File: src/wdt_params.svh
/*
 * constants of the watchdog control block: register addresses, bit
 * positions, reset values and timing counts.
 * assumes: included by the package only; the watchdog module relies on that include.
 */
`ifndef WDT_PARAMS_SVH
`define WDT_PARAMS_SVH

// register addresses
`define WDT_CTRL_ADDR       8'h60
`define WDT_CAUSE_ADDR      8'h70

// reset-cause register layout
`define WDT_CAUSE_BIT       3
`define WDT_RDATA_ZERO      8'h00

// reset values
`define WDT_RST_PRESC       4'h0
`define WDT_RST_BIT         1'b0

// fuse level meaning programmed
`define WDT_FUSE_PROGRAMMED 1'b0

// clocks and oscillator divider
`define WDT_MCLK_HZ         20000000
`define WDT_OSC_HZ          128000
`define WDT_OSC_DIV         (`WDT_MCLK_HZ / `WDT_OSC_HZ)
`define WDT_DIV_W           8

// timeout counter
`define WDT_CNT_W           21
`define WDT_BASE_LOG2       11
`define WDT_PRESC_MAX       4'h9

// change-enable window, in mclk cycles
`define WDT_CE_CYCLES       3'h4
`define WDT_CE_LAST         3'h1

`endif

File: src/wdt_pkg.sv
/*
 * types of the watchdog control block: bus request, core events and
 * the control register layout.
 * assumes: wdt_params.svh is on the include path.
 */
`include "wdt_params.svh"

package wdt_pkg;

	typedef struct packed {
		logic [7:0] addr;
		logic [7:0] wdata;
		logic       wr;
		logic       rd;
	} reg_req_t;

	typedef struct packed {
		logic gie;
		logic vector_ack;
		logic restart;
	} core_evt_t;

	typedef struct packed {
		logic       flag;
		logic       irq_en;
		logic       presc_hi;
		logic       change_en;
		logic       reset_en;
		logic [2:0] presc_lo;
	} ctrl_t;

endpackage : wdt_pkg

File: src/watchdog_timer_control.sv
/*
 * watchdog timer control: timeout counter on an oscillator-rate enable,
 * control register, reset-cause flag, interrupt and system reset request.
 * assumes: core, bus master and fuse logic run on mclk; reset_n is the
 * power-on reset and is not asserted by the watchdog's own system reset.
 */
// Chosen here: the strobed register port.
// Operation
// - timeout in interrupt mode sets flag
// - vector execution or write one clears flag
// - irq needs flag, enable and global enable
// - enable bits select stop, irq, reset, both
// - combined: first timeout flags, vector drops enable
// - combined: unserviced flag, next timeout resets
// - programmed fuse forces system reset mode
// - reset-enable clear, prescaler change need window
// - change enable clears four cycles later
// - reset-cause flag holds reset enable high
// - prescaler is bit five plus bits 2..0
// - watchdog stays enabled across its reset
// - counter runs on 128 kHz oscillator rate
// - fuse locks reset enable one, irq zero
// - watchdog reset sets cause, software clears
`timescale 1ns/1ps

module watchdog_timer_control
	import wdt_pkg::*;
#(
	parameter int OSC_DIV           = `WDT_OSC_DIV,
	parameter int TIMEOUT_BASE_LOG2 = `WDT_BASE_LOG2
) (
	// clock and power-on reset
	input  wire logic       mclk,
	input  wire logic       reset_n,
	// register port
	input  wire reg_req_t   req,
	output logic      [7:0] rdata_q,
	// core events and fuse
	input  wire core_evt_t  core,
	input  wire logic       always_on_fuse,
	// requests to core and reset controller
	output logic            irq_req_q,
	output logic            sys_reset_q
);

	logic [`WDT_DIV_W-1:0] div_q;
	logic                  tick_q;
	logic [`WDT_CNT_W-1:0] cnt_q;
	logic [`WDT_CNT_W-1:0] limit;
	logic [3:0]            presc_q;
	logic [3:0]            presc_eff;
	logic [2:0]            ce_cnt_q;
	logic                  timeout_irq_flag_q;
	logic                  timeout_irq_enable_q;
	logic                  change_enable_q;
	logic                  wde_q;
	logic                  watchdog_reset_cause_flag_q;
	logic                  fuse_prog;
	logic                  wde_eff;
	logic                  timeout_irq_enable_eff;
	logic                  running;
	logic                  timeout;
	logic                  to_irq;
	logic                  to_reset;
	logic                  ctrl_wr;
	logic                  cause_wr;
	ctrl_t                 wr_c;
	ctrl_t                 rd_c;

	// decode and effective mode
	always_comb begin
		ctrl_wr   = req.wr && (req.addr == `WDT_CTRL_ADDR);
		cause_wr  = req.wr && (req.addr == `WDT_CAUSE_ADDR);
		wr_c      = ctrl_t'(req.wdata);
		fuse_prog = (always_on_fuse == `WDT_FUSE_PROGRAMMED);
		wde_eff   = wde_q | watchdog_reset_cause_flag_q | fuse_prog;
		timeout_irq_enable_eff  = timeout_irq_enable_q & ~fuse_prog;
		running   = wde_eff | timeout_irq_enable_eff;
	end

	always_comb begin
		presc_eff = (presc_q > `WDT_PRESC_MAX) ? `WDT_PRESC_MAX : presc_q;
		limit = `WDT_CNT_W'(1) << (TIMEOUT_BASE_LOG2 + int'(presc_eff));
	end

	// timeout classification
	always_comb begin
		timeout  = running && tick_q && (cnt_q == limit - `WDT_CNT_W'(1));
		to_irq   = timeout && timeout_irq_enable_eff && !(wde_eff && timeout_irq_flag_q);
		to_reset = timeout && wde_eff && (!timeout_irq_enable_eff || timeout_irq_flag_q);
	end

	always_ff @(posedge mclk or negedge reset_n) begin
		if (!reset_n) begin
			div_q  <= '0;
			tick_q <= 1'b0;
		end else if (div_q == `WDT_DIV_W'(OSC_DIV - 1)) begin
			div_q  <= '0;
			tick_q <= 1'b1;
		end else begin
			div_q  <= div_q + `WDT_DIV_W'(1);
			tick_q <= 1'b0;
		end
	end

	// timeout counter
	always_ff @(posedge mclk or negedge reset_n) begin
		if (!reset_n) begin
			cnt_q <= '0;
		end else if (core.restart || !running || timeout) begin
			cnt_q <= '0;
		end else if (tick_q) begin
			cnt_q <= cnt_q + `WDT_CNT_W'(1);
		end
	end

	// interrupt flag
	always_ff @(posedge mclk or negedge reset_n) begin
		if (!reset_n) begin
			timeout_irq_flag_q <= `WDT_RST_BIT;
		end else if (to_irq) begin
			timeout_irq_flag_q <= 1'b1;
		end else if (to_reset) begin
			timeout_irq_flag_q <= 1'b0;
		end else if (core.vector_ack || (ctrl_wr && wr_c.flag)) begin
			timeout_irq_flag_q <= 1'b0;
		end
	end

	// interrupt enable
	always_ff @(posedge mclk or negedge reset_n) begin
		if (!reset_n) begin
			timeout_irq_enable_q <= `WDT_RST_BIT;
		end else if (to_reset || fuse_prog) begin
			timeout_irq_enable_q <= 1'b0;
		end else if (ctrl_wr) begin
			timeout_irq_enable_q <= wr_c.irq_en;
		end else if (core.vector_ack && wde_eff && !to_irq) begin
			timeout_irq_enable_q <= 1'b0;
		end
	end

	// change enable window
	always_ff @(posedge mclk or negedge reset_n) begin
		if (!reset_n) begin
			change_enable_q   <= `WDT_RST_BIT;
			ce_cnt_q <= '0;
		end else if (to_reset) begin
			change_enable_q   <= 1'b0;
			ce_cnt_q <= '0;
		end else if (ctrl_wr && wr_c.change_en) begin
			change_enable_q   <= 1'b1;
			ce_cnt_q <= `WDT_CE_CYCLES;
		end else if (ctrl_wr) begin
			change_enable_q   <= 1'b0;
			ce_cnt_q <= '0;
		end else if (change_enable_q) begin
			change_enable_q   <= (ce_cnt_q != `WDT_CE_LAST);
			ce_cnt_q <= ce_cnt_q - 3'h1;
		end
	end

	// system reset enable
	always_ff @(posedge mclk or negedge reset_n) begin
		if (!reset_n) begin
			wde_q <= `WDT_RST_BIT;
		end else if (watchdog_reset_cause_flag_q || to_reset) begin
			wde_q <= 1'b1;
		end else if (ctrl_wr) begin
			wde_q <= change_enable_q ? wr_c.reset_en : (wde_q | wr_c.reset_en);
		end
	end

	always_ff @(posedge mclk or negedge reset_n) begin
		if (!reset_n) begin
			presc_q <= `WDT_RST_PRESC;
		end else if (to_reset) begin
			presc_q <= `WDT_RST_PRESC;
		end else if (ctrl_wr && change_enable_q) begin
			presc_q <= {wr_c.presc_hi, wr_c.presc_lo};
		end
	end

	always_ff @(posedge mclk or negedge reset_n) begin
		if (!reset_n) begin
			watchdog_reset_cause_flag_q <= `WDT_RST_BIT;
		end else if (to_reset) begin
			watchdog_reset_cause_flag_q <= 1'b1;
		end else if (cause_wr && !req.wdata[`WDT_CAUSE_BIT]) begin
			watchdog_reset_cause_flag_q <= 1'b0;
		end
	end

	// system reset pulse
	always_ff @(posedge mclk or negedge reset_n) begin
		if (!reset_n) begin
			sys_reset_q <= 1'b0;
		end else begin
			sys_reset_q <= to_reset;
		end
	end

	always_ff @(posedge mclk or negedge reset_n) begin
		if (!reset_n) begin
			irq_req_q <= 1'b0;
		end else begin
			irq_req_q <= timeout_irq_flag_q && timeout_irq_enable_eff && core.gie;
		end
	end

	// read view of control register
	always_comb begin
		rd_c.flag      = timeout_irq_flag_q;
		rd_c.irq_en    = timeout_irq_enable_eff;
		rd_c.presc_hi  = presc_q[3];
		rd_c.change_en = change_enable_q;
		rd_c.reset_en  = wde_eff;
		rd_c.presc_lo  = presc_q[2:0];
	end

	// read data, one cycle after strobe
	always_ff @(posedge mclk or negedge reset_n) begin
		if (!reset_n) begin
			rdata_q <= `WDT_RDATA_ZERO;
		end else if (req.rd && req.addr == `WDT_CTRL_ADDR) begin
			rdata_q <= rd_c;
		end else if (req.rd && req.addr == `WDT_CAUSE_ADDR) begin
			rdata_q <= `WDT_RDATA_ZERO | (8'(watchdog_reset_cause_flag_q) << `WDT_CAUSE_BIT);
		end else begin
			rdata_q <= `WDT_RDATA_ZERO;
		end
	end
endmodule : watchdog_timer_control

File: config.mk
export PLATFORM = sky130hd
export DESIGN_NAME = watchdog_timer_control
export DESIGN_NICKNAME = d
export VERILOG_FILES = /design/src/wdt_pkg.sv /design/src/watchdog_timer_control.sv
export VERILOG_INCLUDE_DIRS = /design/src /design/src/src
export SDC_FILE = /design/constraint.sdc
export NUM_CORES = 1
export LEC_CHECK = 0
export ABC_AREA = 0
export BUFFER_PORTS_ARGS = -buffer_cell sky130_fd_sc_hd__buf_2
export CAP_MARGIN = 10
export CORE_ASPECT_RATIO = 1.25
export CORE_MARGIN = 10
export CORE_UTILIZATION = 45
export DETAILED_ROUTE_END_ITERATION = 16
export SETUP_SLACK_MARGIN = 0.5
export SYNTH_ARGS = -nofsm -noshare
export SYNTH_HDL_FRONTEND = slang
export SYNTH_SLANG_ARGS = --single-unit
export TNS_END_PERCENT = 5
File: constraint.sdc
create_clock -name mclk -period 6.3 [get_ports mclk]
set_clock_uncertainty 0.2 [all_clocks]
set_input_delay 0.63 -clock mclk [delete_from_list [all_inputs] [get_ports mclk]]
set_output_delay 0.63 -clock mclk [all_outputs]
set_load 0.02 [all_outputs]
==> summary.txt <==
Placed design
  – Count of input and output buffers: 33
  – Placed wire-length estimate: 6223 µm
  – RD Place Congestion: 0.8585
  – Placed Cells: 486

Clock tree
  – # resized after CTS: 0
  – Hold-fix buffers at CTS: 0
  – CTS Buffer Depth: 2
  – Setup Buffers After CTS: 0
  – TritonCTS clock tree: built
  – Clk slew on worst S/H paths: 0.10 ns
  – Root Driver: clkbuf_8
  – H-Tree Level Count: 2
  – Clk Latency, worst-skew pair: 0.31 ns
  – TritonCTS Buffers: 5
  – CTS sink count: 52

STA
  – Worst slew pin tran: 0.8625 ns
  – Slew Limit Fails: 0
  – RSZ-0062 raised after global routing: no
  – Fin crit share: 0.8593
  – Min cycle time layout: 5.414 ns
  – Fmax: 184.7 MHz
  – Setup_tns: 0 ns
  – Max_slew headroom: 0.4177
  – Final setup violation count: 0
  – Final hold vios: 0

Worst setup path
  – Reg2reg setup slack: 0.89 ns
  – Max incr delay on CP: 0.70 ns
  – Worst setup EP type: register
  – Critical path startpoint category: register
  – CP Class: register to register
  – CP max stage cell: dfrtp_1
  – Worst-path cell chain: inv_2 > nor2_1 > ha_1 > or4b_4 > or3_1 > ha_1 > xor2_1 > nand3_1 > or3_1 > or4_1 > or4_1 > or4b_1 > a211oi_2
  – Crit path DAT: 5.45 ns
  – CP required: 6.34 ns
  – Worst-path fanout max: 17

Layout
  – Non-Filler Instances: 494
  – Layout cell share with drive strength beyond 1: 0.1443
  – Layout area overhead: 9.125%
  – # fillers: 707
  – Nets: 431
  – # diodes: 0

Global route
  – Number of global-route vias before repair: 2,807
  – Largest net degree at the start of global routing: 53
  – Global route total overflow: 0
  – Met2 Use GR: 0.2549
  – Met1 GRT Util: 0.1827
  – GR Util met3: 0.03254
  – Tot GR Track Use: 0.1505
  – First-pass GRT wire length: 14,190 µm
  – Gr busiest metal: met2
  – Antenna violations before repair: 0

Synthesis
  – Yosys reg bits: 52
  – FFs w/ async S/R, synth: 1.000
  – Number of synthesized flops with an enable pin: 0
  – Post-synthesis sequential area ratio: 0.3873
  – Post-synth top area share: 0.3873
  – Most frequent cells after synthesis: 52 x dfrtp_1, 36 x nor2_1, 34 x nand2_1, 27 x xnor2_1, 25 x nor4_1
  – Most common cell in the synthesized netlist: dfrtp_1
  – Mapped Area: 0.003359 mm²
  – Syn Nets: 412
  – Synth area leader: dfrtp_1
  – Syn Area/Cell: 8.794 µm²
  – Synth warnings: 0
  – Synth unique cells: 57
  – Synth top area cells: dfrtp_1 39%, xnor2_1 7.0%, xor2_1 4.7%
  – Post-Synthesis Cells: 382
  – Primary FF master, synth: dfrtp_1

Die
  – Row Count: 35
  – Die Y: 116.6 µm
  – Full die area: 0.01134 mm²
  – Core ar.: 0.007313 mm²
  – Initial cell density of the core: 0.4594
  – # IOs: 34
  – Die W: 97.28 µm

Power and ir drop
  – P_sw: 178.3 µW
  – Leak: 1.488 nW
  – Switching Share: 0.2742
  – Clock share of power: 0.316
  – Maximum vdd ir drop: 0.0001251 V
  – Combinational power share: 0.127
  – Int Pwr: 472.0 µW
  – Pwr dens: 177.4 mW/mm²
  – Register share of total power: 0.557

Detailed routing
  – Remaining DRCs: 0
  – First-pass iteration count of the detailed router: 4
  – WL final: 8285 µm
  – ANT nets after route: 0
  – DR iter-0 viols: 187
  – WL/cell: 16.77 µm
  – DR vias: 2,835
  – Vias per cell: 5.739

Worst hold path
  – HP Class: input pin to async pin

Status
  – Status: finished, final reports clean

Job
  – MaxCap Viol Count: 0
critical path: cells and delay by family (launching register included):
family	cells	cell delay [ns]
AOI/OAI and AO/OA	1	0.23
buffers and inverters	1	0.18
adders and majority gates	2	0.73
xor gates and xnor gates	1	0.14
DFF	1	0.70
and+or+nand+nor	8	3.15
cell type report:
cell class / count / area [µm²] / share of cell area
Inverter: 9 / 33.78 / 0.009215
Tap cell: 92 / 115.1 / 0.03140
Multi-Input combinational cell: 293 / 1904 / 0.5195
Clock buffer: 7 / 86.33 / 0.02355
Clock inverter: 1 / 7.507 / 0.002048
Sequential cell: 52 / 1301 / 0.3549
Timing Repair Buffer: 40 / 217.7 / 0.05939
stage by stage:
step	hold WS [ns]	setup WS (ns)	util	power, mW	cell area [µm²]
finish	0.2237	0.8863	0.5013	0.6503	3666
global route	0.2909	0.5890	0.5013	0.6850	3666
CTS	0.2510	0.9067	0.5013	0.6567	3666
detailed placement	0.2499	0.9504	0.4885	0.4524	3572
global placement	0.2372	1.052	0.4885	0.4501	3572
floorplan	0.1344	1.293	-	0.4246	3359
flip-flops by register name (all words and copies together), names as in the netlist, 3 cells and up:
| name | count |
|---|---|
| ce_cnt_q | 3 |
| cnt_q | 21 |
| presc_q | 4 |
| div_q | 8 |
| rdata_q | 8 |
final timing paths:
path,start,end,cells after the start
hold reg to reg,div_q[0]$_DFF_PN0_,div_q[0]$_DFF_PN0_,1
setup / recovery,presc_q[2]$_DFFE_PN0P_,timeout_irq_enable_q$_DFFE_PN0P_,13
min in group mclk,div_q[0]$_DFF_PN0_,div_q[0]$_DFF_PN0_,1
setup reg to reg,presc_q[2]$_DFFE_PN0P_,timeout_irq_enable_q$_DFFE_PN0P_,13
hold / removal,reset_n,cnt_q[15]$_DFFE_PN0P_,2
max in group asynchronous,reset_n,sys_reset_q$_DFF_PN0_,2
cell usage in the layout (no fill, tap or decap), drive strengths merged, types with 10 or more instances in the layout:
| master | instances |
|---|---|
| nand2 | 34 |
| nand3 | 18 |
| buf | 40 |
| xnor2 | 27 |
| nor2 | 38 |
| a21oi | 12 |
| nor4 | 25 |
| nor3 | 16 |
| dfrtp | 52 |
| nand4 | 10 |
| xor2 | 18 |
cell families after synthesis:
kind of cell | Yosys count | share of synthesized area
simple gates | 189 | 0.3129
flops | 52 | 0.3873
compound gates | 49 | 0.09870
xor+xnor | 45 | 0.1173
buf+inv | 37 | 0.04953
fa+ha+maj | 6 | 0.02235
mux | 4 | 0.01192
power groups by stage:
stage,Sequential (mW),Combinational [mW],Clock [mW]
detailed placement,0.369,0.0836,0
global route,0.365,0.0967,0.224
CTS,0.362,0.0839,0.210
global placement,0.368,0.0819,0
floorplan,0.361,0.0636,0
finish,0.362,0.0823,0.206
per-layer routing:
metal	vias up	wire, µm	part of all wire
met5	-	0	0
met4	0	221	0.027
met3	21	369	0.045
met2	74	3934	0.47
met1	1328	3759	0.45
li1	1412	-	-
No activity file was read; power rests on OpenSTA's default activity.
